==> src/design/mbhp_defines.vh <==
// Purpose: shared constants for the muxed bus host port
// Assumes: 8-bit multiplexed address/data bus, one 250 MHz core clock
// Notes:   timing figures are kept in their printed unit and converted to cycles here
`ifndef MBHP_DEFINES_VH
`define MBHP_DEFINES_VH

// bus width and address field layout
`define MBHP_BUS_W          8
`define MBHP_IDX_W          4
`define MBHP_IDX_MSB        4
`define MBHP_IDX_LSB        1
`define MBHP_CH_BIT_RIGHT   0
`define MBHP_CH_BIT_LEFT    5

// positions of the pin group inside the synchroniser vector
`define MBHP_SY_AS          0
`define MBHP_SY_DS          1
`define MBHP_SY_CSL         2
`define MBHP_SY_CSH         3
`define MBHP_SY_IACK        4
`define MBHP_SY_RW          5
`define MBHP_SY_IEI         6
`define MBHP_SY_BUS_LSB     7
`define MBHP_SY_BUS_MSB     14
`define MBHP_SY_W           15

// recovery gap between two accesses to this device
`define MBHP_CLK_PERIOD_NS  4
`define MBHP_RECOV_CYCLES   6
`define MBHP_RECOV_NS       200
`define MBHP_RECOV_TOTAL    (`MBHP_RECOV_CYCLES + ((`MBHP_RECOV_NS + `MBHP_CLK_PERIOD_NS - 1) / `MBHP_CLK_PERIOD_NS))
`define MBHP_RECOV_CNT_W    7

// cycle kinds reported to the core
`define MBHP_KIND_NONE      2'h0
`define MBHP_KIND_READ      2'h1
`define MBHP_KIND_WRITE     2'h2
`define MBHP_KIND_ACK       2'h3

// reset values
`define MBHP_BYTE_ZERO      8'h00
`define MBHP_PIN_IDLE_CTL   7'h3F

`endif

==> src/design/mbhp_sync.v <==
// Purpose: two flip-flop synchroniser for a group of asynchronous pins
// Assumes: each bit is an independent level; grouped bits may resolve one cycle apart
// Notes:   stage one feeds stage two only
`timescale 1ns/1ns
module mbhp_sync #(
    parameter WIDTH    = 1,
    parameter [WIDTH-1:0] RESET_VAL = {WIDTH{1'b0}}
) (
    input  wire             clk,
    input  wire             rstn,
    input  wire [WIDTH-1:0] async_in,
    output reg  [WIDTH-1:0] sync_out
);
    reg [WIDTH-1:0] meta_reg;

    always @(posedge clk or negedge rstn) begin
        if (!rstn) begin
            meta_reg <= RESET_VAL;
            sync_out <= RESET_VAL;
        end else begin
            meta_reg <= async_in;
            sync_out <= meta_reg;
        end
    end
endmodule // mbhp_sync

==> src/design/mbhp_port.v <==
// Purpose: host-side port of a dual-channel serial controller on a muxed address/data bus
// Assumes: strobes and bus pins are asynchronous to clk; the core answers read data combinationally
// Notes:   pin reactions lag the pins by the two synchroniser stages plus one output stage; bus drive onset lags by one stage more
//          the recovery gap is only flagged, never enforced; the host owns the spacing
//
// Overview of operation
// internal bus pulses come from address and data strobes, timed by clk
// strobes are asynchronous, so they pass synchronisers before use
// host leaves 6 clocks plus 200 ns between accesses to this device
// the gap only applies between two accesses both aimed at this device
// address, low chip select and acknowledge level latch at address strobe rise
// a read has read/write select high during the data strobe
// a read only happens with the high chip select high as well
// a selected read drives the bus only while the data strobe is low
// a write has read/write select low during the data strobe
// a write only takes effect with the high chip select high
// write data is taken from the bus during the data strobe low phase; the code takes the bus sample seen as the strobe rises
// latched acknowledge low makes an acknowledge cycle, ignoring address and low select
// an acknowledge cycle ignores read/write select and high chip select
// daisy chains settle between address strobe rise and data strobe fall
// acknowledge is ours only with interrupt pending and chain enable high at strobe fall
// an owned acknowledge drives the vector while data strobe is low, if enabled
// an accepted acknowledge sets the in-service latch of the serviced source
// shift-right addressing takes the channel from bit 0, ignoring bit 5
// shift-left addressing takes the channel from bit 5, ignoring bit 0
// top two bus bits are never address; register number is bits 4 to 1
// two-stage synchronise both strobes, then make one-cycle latch and strobe pulses
`timescale 1ns/1ns
`include "mbhp_defines.vh"
module mbhp_port #(
    parameter BUS_W = `MBHP_BUS_W
) (
    input  wire             clk,
    input  wire             rstn,
    // processor pins
    input  wire             address_strobe_n,
    input  wire             data_strobe_n,
    input  wire             chip_select_low,
    input  wire             chip_select_high,
    input  wire             irq_acknowledge_n,
    input  wire             read_write,
    input  wire [BUS_W-1:0] muxed_addr_data_bus_in,
    output reg  [BUS_W-1:0] muxed_addr_data_bus_out,
    output reg              muxed_addr_data_bus_oe,
    input  wire             chain_enable_in,
    output reg              chain_enable_out,
    // core side
    input  wire             shift_left_mode,
    input  wire             irq_pending,
    input  wire             vector_respond_en,
    input  wire [BUS_W-1:0] vector_in,
    input  wire [BUS_W-1:0] read_data_in,
    output reg              reg_channel,
    output reg  [`MBHP_IDX_W-1:0] reg_index,
    output reg  [1:0]       cycle_kind,
    output reg              read_pulse,
    output reg              write_pulse,
    output reg  [BUS_W-1:0] write_data,
    output reg              in_service_set,
    output reg              ack_ignored,
    output reg              recovery_violation
);
    localparam ST_IDLE   = 2'h0;
    localparam ST_ARMED  = 2'h1;
    localparam ST_ACTIVE = 2'h2;

    localparam integer                  RECOV_TOTAL = `MBHP_RECOV_TOTAL;
    localparam [`MBHP_RECOV_CNT_W-1:0] RECOV_LAST  = RECOV_TOTAL[`MBHP_RECOV_CNT_W-1:0];
    localparam [`MBHP_RECOV_CNT_W-1:0] RECOV_FIRST = {{(`MBHP_RECOV_CNT_W-1){1'b0}}, 1'b1};

    // pin reset levels: strobes, both selects, acknowledge and read/write idle high
    // low select idling high keeps a half-filled synchroniser from looking selected
    localparam [`MBHP_SY_W-1:0] PIN_IDLE = {{BUS_W{1'b0}}, `MBHP_PIN_IDLE_CTL};

    wire [`MBHP_SY_W-1:0] pin_raw;
    wire [`MBHP_SY_W-1:0] pin_sync;

    reg               as_prev_reg;
    reg               ds_prev_reg;
    reg  [1:0]        state_reg;
    reg  [1:0]        state_next;
    reg               csl_lat_reg;
    reg               iack_lat_reg;
    reg               drive_vec_reg;
    reg               recov_busy_reg;
    reg  [`MBHP_RECOV_CNT_W-1:0] recov_cnt_reg;

    wire              as_s;
    wire              ds_s;
    wire              csh_s;
    wire              rw_s;
    wire              iei_s;
    wire [BUS_W-1:0]  bus_s;
    wire              as_rise;
    wire              ds_fall;
    wire              ds_rise;
    wire              is_ack;
    wire              selected;
    wire              rd_ok;
    wire              wr_ok;
    wire              ack_own;
    wire              ours;

    // channel select depends on the addressing mode
    function chan_of;
        input [BUS_W-1:0] addr;
        input             left;
        begin
            if (left)
                chan_of = addr[`MBHP_CH_BIT_LEFT];
            else
                chan_of = addr[`MBHP_CH_BIT_RIGHT];
        end
    endfunction

    assign pin_raw = {muxed_addr_data_bus_in, chain_enable_in, read_write, irq_acknowledge_n,
                      chip_select_high, chip_select_low, data_strobe_n, address_strobe_n};

    // every pin, strobes included, gets two stages before anything looks at it
    mbhp_sync #(
        .WIDTH     (`MBHP_SY_W),
        .RESET_VAL (PIN_IDLE)
    ) u_pin_sync (
        .clk       (clk),
        .rstn      (rstn),
        .async_in  (pin_raw),
        .sync_out  (pin_sync)
    );

    assign as_s  = pin_sync[`MBHP_SY_AS];
    assign ds_s  = pin_sync[`MBHP_SY_DS];
    assign csh_s = pin_sync[`MBHP_SY_CSH];
    assign rw_s  = pin_sync[`MBHP_SY_RW];
    assign iei_s = pin_sync[`MBHP_SY_IEI];
    assign bus_s = pin_sync[`MBHP_SY_BUS_MSB:`MBHP_SY_BUS_LSB];

    // one-cycle pulses from the synchronised strobes
    assign as_rise = as_s & ~as_prev_reg;
    assign ds_fall = ~ds_s & ds_prev_reg;
    assign ds_rise = ds_s & ~ds_prev_reg;

    // acknowledge overrides address decode and both chip selects
    // the chain input goes through the synchroniser, so the settle time must cover it
    assign is_ack   = ~iack_lat_reg;
    assign selected = ~is_ack & ~csl_lat_reg;
    assign rd_ok    = selected & csh_s & rw_s;
    assign wr_ok    = selected & csh_s & ~rw_s;
    assign ack_own  = is_ack & irq_pending & iei_s;
    assign ours     = rd_ok | wr_ok | ack_own;

    // a data strobe with no address strobe rise before it never leaves idle
    always @* begin
        state_next = state_reg;
        case (state_reg)
            ST_IDLE: begin
                if (as_rise)
                    state_next = ST_ARMED;
            end
            ST_ARMED: begin
                if (as_rise)
                    state_next = ST_ARMED;
                else if (ds_fall)
                    state_next = ST_ACTIVE;
            end
            ST_ACTIVE: begin
                if (ds_rise)
                    state_next = ST_IDLE;
            end
            default: begin
                state_next = ST_IDLE;
            end
        endcase
    end

    always @(posedge clk or negedge rstn) begin
        if (!rstn) begin
            as_prev_reg <= 1'b1;
            ds_prev_reg <= 1'b1;
            state_reg   <= ST_IDLE;
        end else begin
            as_prev_reg <= as_s;
            ds_prev_reg <= ds_s;
            state_reg   <= state_next;
        end
    end

    // address phase: address, low select and acknowledge level are frozen at the strobe rise
    // on an acknowledge the latched address and low select are simply never looked at
    always @(posedge clk or negedge rstn) begin
        if (!rstn) begin
            csl_lat_reg  <= 1'b1;
            iack_lat_reg <= 1'b1;
            reg_channel  <= 1'b0;
            reg_index    <= {`MBHP_IDX_W{1'b0}};
        end else if (as_rise) begin
            csl_lat_reg  <= pin_sync[`MBHP_SY_CSL];
            iack_lat_reg <= pin_sync[`MBHP_SY_IACK];
            reg_channel  <= chan_of(bus_s, shift_left_mode);
            reg_index    <= bus_s[`MBHP_IDX_MSB:`MBHP_IDX_LSB];
        end
    end

    // data phase: decide the cycle kind when the data strobe falls
    // a foreign acknowledge only reports itself; the bus stays released
    always @(posedge clk or negedge rstn) begin
        if (!rstn) begin
            cycle_kind     <= `MBHP_KIND_NONE;
            read_pulse     <= 1'b0;
            in_service_set <= 1'b0;
            ack_ignored    <= 1'b0;
            drive_vec_reg  <= 1'b0;
        end else begin
            read_pulse     <= 1'b0;
            in_service_set <= 1'b0;
            ack_ignored    <= 1'b0;
            if (state_reg == ST_ARMED && ds_fall) begin
                if (is_ack) begin
                    cycle_kind     <= ack_own ? `MBHP_KIND_ACK : `MBHP_KIND_NONE;
                    in_service_set <= ack_own;
                    ack_ignored    <= ~ack_own;
                    drive_vec_reg  <= ack_own & vector_respond_en;
                end else if (rd_ok) begin
                    cycle_kind     <= `MBHP_KIND_READ;
                    read_pulse     <= 1'b1;
                    drive_vec_reg  <= 1'b0;
                end else if (wr_ok) begin
                    cycle_kind     <= `MBHP_KIND_WRITE;
                    drive_vec_reg  <= 1'b0;
                end else begin
                    cycle_kind     <= `MBHP_KIND_NONE;
                    drive_vec_reg  <= 1'b0;
                end
            end else if (ds_rise) begin
                drive_vec_reg <= 1'b0;
            end
        end
    end

    // bus drivers follow the synchronised data strobe low phase
    // the output byte is zeroed while released so no stale value lingers on the driver
    always @(posedge clk or negedge rstn) begin
        if (!rstn) begin
            muxed_addr_data_bus_oe  <= 1'b0;
            muxed_addr_data_bus_out <= `MBHP_BYTE_ZERO;
        end else begin
            if (state_next == ST_ACTIVE && ~ds_s &&
                (cycle_kind == `MBHP_KIND_READ || drive_vec_reg) && state_reg == ST_ACTIVE) begin
                muxed_addr_data_bus_oe  <= 1'b1;
                muxed_addr_data_bus_out <= drive_vec_reg ? vector_in : read_data_in;
            end else begin
                muxed_addr_data_bus_oe  <= 1'b0;
                muxed_addr_data_bus_out <= `MBHP_BYTE_ZERO;
            end
        end
    end

    // write data is the bus sample taken together with the first high strobe sample
    // landing at the rise means a cut strobe still writes, using the bus sampled as the strobe rose
    always @(posedge clk or negedge rstn) begin
        if (!rstn) begin
            write_pulse <= 1'b0;
            write_data  <= `MBHP_BYTE_ZERO;
        end else begin
            write_pulse <= 1'b0;
            if (state_reg == ST_ACTIVE && ds_rise && cycle_kind == `MBHP_KIND_WRITE) begin
                write_pulse <= 1'b1;
                write_data  <= bus_s;
            end
        end
    end

    // daisy chain: pass enable down only when nothing here wants service
    // the enable lags its input by the synchroniser and one output stage
    always @(posedge clk or negedge rstn) begin
        if (!rstn) begin
            chain_enable_out <= 1'b0;
        end else begin
            chain_enable_out <= iei_s & ~irq_pending;
        end
    end

    // recovery watch: only accesses aimed at this device start or check the gap
    always @(posedge clk or negedge rstn) begin
        if (!rstn) begin
            recov_busy_reg     <= 1'b0;
            recov_cnt_reg      <= {`MBHP_RECOV_CNT_W{1'b0}};
            recovery_violation <= 1'b0;
        end else begin
            recovery_violation <= 1'b0;
            if (state_reg == ST_ACTIVE && ds_rise && cycle_kind != `MBHP_KIND_NONE) begin
                // starting at one lets a gap of exactly the minimum pass unflagged
                recov_busy_reg <= 1'b1;
                recov_cnt_reg  <= RECOV_FIRST;
            end else if (recov_busy_reg) begin
                if (recov_cnt_reg == RECOV_LAST - 1'b1)
                    recov_busy_reg <= 1'b0;
                recov_cnt_reg <= recov_cnt_reg + 1'b1;
            end
            if (state_reg == ST_ARMED && ds_fall && ours && recov_busy_reg)
                recovery_violation <= 1'b1;
        end
    end
endmodule // mbhp_port

==> config.mk <==
export PLATFORM = sky130hd
export DESIGN_NAME = mbhp_port
export DESIGN_NICKNAME = d
export VERILOG_FILES = /design/src/design/mbhp_sync.v /design/src/design/mbhp_port.v
export VERILOG_INCLUDE_DIRS = /design/src /design/src/design
export SDC_FILE = /design/constraint.sdc
export NUM_CORES = 1
export LEC_CHECK = 0
export ABC_AREA = 1
export BUFFER_PORTS_ARGS = -buffer_cell sky130_fd_sc_hd__buf_2
export CELL_PAD_IN_SITES_DETAIL_PLACEMENT = 1
export CELL_PAD_IN_SITES_GLOBAL_PLACEMENT = 1
export CORE_MARGIN = 3
export CORE_UTILIZATION = 36
export CTS_BUF_LIST = sky130_fd_sc_hd__clkbuf_16
export DETAILED_ROUTE_END_ITERATION = 10
export PLACE_DENSITY_LB_ADDON = 0.3
export SLEW_MARGIN = 30
export SYNTH_ARGS = -nofsm -noshare
export SYNTH_HDL_FRONTEND = slang
export SYNTH_HIERARCHICAL = 1
export SYNTH_SLANG_ARGS = --single-unit
==> constraint.sdc <==
create_clock -name clk -period 1.26 [get_ports clk]
set_input_delay 0.252 -clock clk [delete_from_list [all_inputs] [get_ports clk]]
set_output_delay 0.252 -clock clk [all_outputs]
set_load 0.02 [all_outputs]
==> load_flow_metrics.sql <==
INSERT INTO impl_metrics (metric_group, metric, value, unit) VALUES
('clock_tree', 'cts.sinks', '75', ''),
('floorplanning', 'die_height', '92.1', 'um'),
('clock_tree', 'cts_h_tree_depth', '3', ''),
('synth', 'cell_types_with_the_largest_area_share_after_synthesis', 'sky130_fd_sc_hd__dfrtp_1, sky130_fd_sc_hd__dfstp_2, sky130_fd_sc_hd__nand2_1, sky130_fd_sc_hd__inv_1, sky130_fd_sc_hd__nor2_1', ''),
('global_routing', 'first_global_vias', '1978', ''),
('global_routing', 'grt_overflow', '0', ''),
('pwr', 'power.ir.vdd_worst', '1150', 'uV'),
('setup_path', 'timing.critical_path.max_delay_family', 'flip-flops', ''),
('pwr', 'static-leakage-power', '1.90', 'nW'),
('synth', 'avgSynthCellArea', '11.4', 'um^2'),
('routing', 'detail_route.wirelength', '5500', 'um'),
('place', 'place.port_buffers', '65', ''),
('synth', 'ys.flop_type', 'sky130_fd_sc_hd__dfrtp_1', ''),
('synth', 'synth_enable_flop_cells', '0', ''),
('clock_tree', 'cts.reportedPaths.clkPinSlew', '0.06', 'ns'),
('setup_path', 'critical_path.n_buffers_inverters', '1', ''),
('hold_path', 'holdCritStartpoint', 'data_strobe_n', ''),
('synth', 'post_synth_inst_count', '234', ''),
('setup_path', 'worstPathCellList', 'nand2_4 > nor2_4 > buf_4 > nand2_4 > nand2_2 > o21ai_2', ''),
('timing', 'tightest_pin_transition', '0.373', 'ns'),
('routing', 'route.antenna.remaining_nets', '0', ''),
('routing', 'route.detailed.wl_per_inst', '13.1', 'um'),
('routing', 'initialDrtViolationCount', '18', ''),
('timing', 'clock-skew-final', '0.00487', 'ns'),
('synth', 'synth_cell_type_count', '21', ''),
('routing', 'drt-pass1-iter-count', '4', ''),
('setup_path', 'r2r_setup_slack', '0.02', 'ns'),
('clock_tree', 'clock_path_buffers', '2', ''),
('global_routing', 'largest_net_degree_at_the_start_of_global_routing', '31', ''),
('setup_path', 'critical_path_required', '1.48', 'ns'),
('place', 'globalplace.congestion', '0.728', ''),
('setup_path', 'critPathArrivalTime', '1.46', 'ns'),
('finish', 'multi_input_comb_area', '681', 'um^2'),
('synth', 'syn-num-nets', '271', ''),
('synth', 'ys_warns', '6', ''),
('place', 'dp_hpwl', '3870', 'um'),
('clock_tree', 'root_buffer', 'sky130_fd_sc_hd__clkbuf_16', ''),
('synth', 'yosys.area.top_type_share', '55.4', '%'),
('setup_path', 'timing.critical_path.from', 'u_pin_sync/sync_out[1]', ''),
('finish', 'fill_cells', '794', ''),
('finish', 'leading_cell_type_in_the_layout_fill_and_taps_excluded', 'sky130_fd_sc_hd__buf_2', ''),
('finish', 'antenna_cells_inserted', '0', ''),
('finish', 'mostFrequentLayoutCells', 'sky130_fd_sc_hd__buf_2, sky130_fd_sc_hd__dfrtp_1, sky130_fd_sc_hd__nand2_1', ''),
('routing', 'num_vias', '1844', ''),
('routing', 'remaining_drc_errors', '0', ''),
('setup_path', 'worst-path-max-fanout', '7', ''),
('finish', 'layout.nets', '355', ''),
('finish', 'finish.utilization', '50.9', '%'),
('synth', 'netlist.top_cell.by_area', 'sky130_fd_sc_hd__dfrtp_1', ''),
('clock_tree', 'clk_latency', '0.32', 'ns'),
('floorplanning', 'start_util', '38.2', '%'),
('setup_path', 'critical_path.reg2reg.startpoint', 'u_pin_sync/sync_out[1]', ''),
('global_routing', 'wire_length_of_the_first_global_routing_pass', '9180', 'um'),
('timing', 'fin_crit_sh', '98.4', '%'),
('setup_path', 'worst_path_most_repeated_cell', 'sky130_fd_sc_hd__nand2_4', ''),
('setup_path', 'start_kind', 'flip-flop', ''),
('floorplanning', 'core_region_area', '6980', 'um^2'),
('place', 'dpl-instance-area', '3160', 'um^2'),
('finish', 'sequential_cell_area', '1900', 'um^2'),
('setup_path', 'timing.setup.critical_path_class', 'reg -> reg', ''),
('floorplanning', 'boundaryPins', '66', ''),
('timing', 'min_period', '1.24', 'ns'),
('synth', 'netlist_area', '2670', 'um^2'),
('outcome', 'outcome', 'finished clean', ''),
('finish', 'final_layout_size_suffix_gt1_share', '39.0', '%'),
('finish', 'flow.area_growth_from_synthesis', '33.4', '%'),
('setup_path', 'critical-path-max-stage-delay', '0.59', 'ns'),
('clock_tree', 'cts_made_buffers', '9', ''),
('global_routing', 'antenna_found_initial', '0', ''),
('hold_path', 'min-delay-path-class', 'in -> reg', ''),
('clock_tree', 'tritoncts', 'built', '');
[Yosys cell counts (all sizes together) (2+ instances only)]
cell   count
buf        2
dfrtp     59
nor2      30
a21oi      3
mux2i      8
dfstp     16
nand2     52
nand4      2
nor3       3
nand3      8
inv       32
o21ai     16
[where the power goes]
group          total (W)  internal (W)  leakage [nW]  switching (W)
clock            0.00260       0.00171         0.154       0.000895
sequential       0.00293       0.00271         0.922       0.000221
combinational   0.000964      0.000366         0.819       0.000599
[what timing repair did]
action | in CTS | in global routing
hold buffers | 1 | 0
setup endpoints to repair | 4 | 18
gates resized for setup | 2 | 12
buffers inserted | 0 | 3
cloned | 0 | 1
hold endpoints to repair | 13 | 0
[per-stage QoR]
step	hold slack [ns]	std cells	TNS [ns]	setup WS, ns	total power [W]
3_3_place_gp	0.198	398	0	0.0222	0.00383
4_1_cts	0.0142	415	0	0.00970	0.00655
3_5_place_dp	0.200	398	-0.0222	-0.00991	0.00388
2_1_floorplan	-0.0436	234	0	0.0793	0.00350
6_report	0.0266	419	0	0.0202	0.00650
5_1_grt	0.0149	419	-0.147	-0.0378	0.00686
[worst register-to-register path, cell delays in order (launching register included)]
cell	delay [ns]
sky130_fd_sc_hd__dfstp_2	0.59
sky130_fd_sc_hd__nand2_4	0.07
sky130_fd_sc_hd__nor2_4	0.11
sky130_fd_sc_hd__buf_4	0.14
sky130_fd_sc_hd__nand2_4	0.09
sky130_fd_sc_hd__nand2_2	0.09
sky130_fd_sc_hd__o21ai_2	0.05
[cell families after synthesis]
group / count (synthesis) / share of synthesized area, %
simple gates: 97 / 15.9
flops: 75 / 71.1
fa+ha+maj: 1 / 0.469
compound gates: 19 / 4.27
buf+inv: 34 / 5.21
mux: 8 / 3.00
[routing by layer]
| metal | global-route usage [%] | vias up | wire length (um) |
|---|---|---|---|
| met3 | 4.51 | 6 | 228 |
| met5 | 0 | - | 0 |
| li1 | - | 894 | - |
| met4 | 4.08 | 0 | 59 |
| met1 | 16.4 | 909 | 2220 |
| met2 | 24.5 | 35 | 3000 |
[worst paths after layout]
path                                                 to  cells past startpoint
worst max-delay path                      write_data[4]                      6
worst min-delay path             u_pin_sync/meta_reg[1]                      1
worst max register to register            write_data[4]                      6
worst min register to register  u_pin_sync/sync_out[14]                      0
max in group asynchronous                   csl_lat_reg                      3
min in group asynchronous              chain_enable_out                      2
[final cells by class]
class / instances / share of cell area, %
Clock inverter: 7 / 2.39
Sequential cell: 75 / 53.3
Clock buffer: 9 / 6.33
Inverter: 32 / 3.45
Timing Repair Buffer: 74 / 12.0
Multi-Input combinational cell: 126 / 19.1
Tap cell: 96 / 3.38
Power figures use the tool's default switching activity.
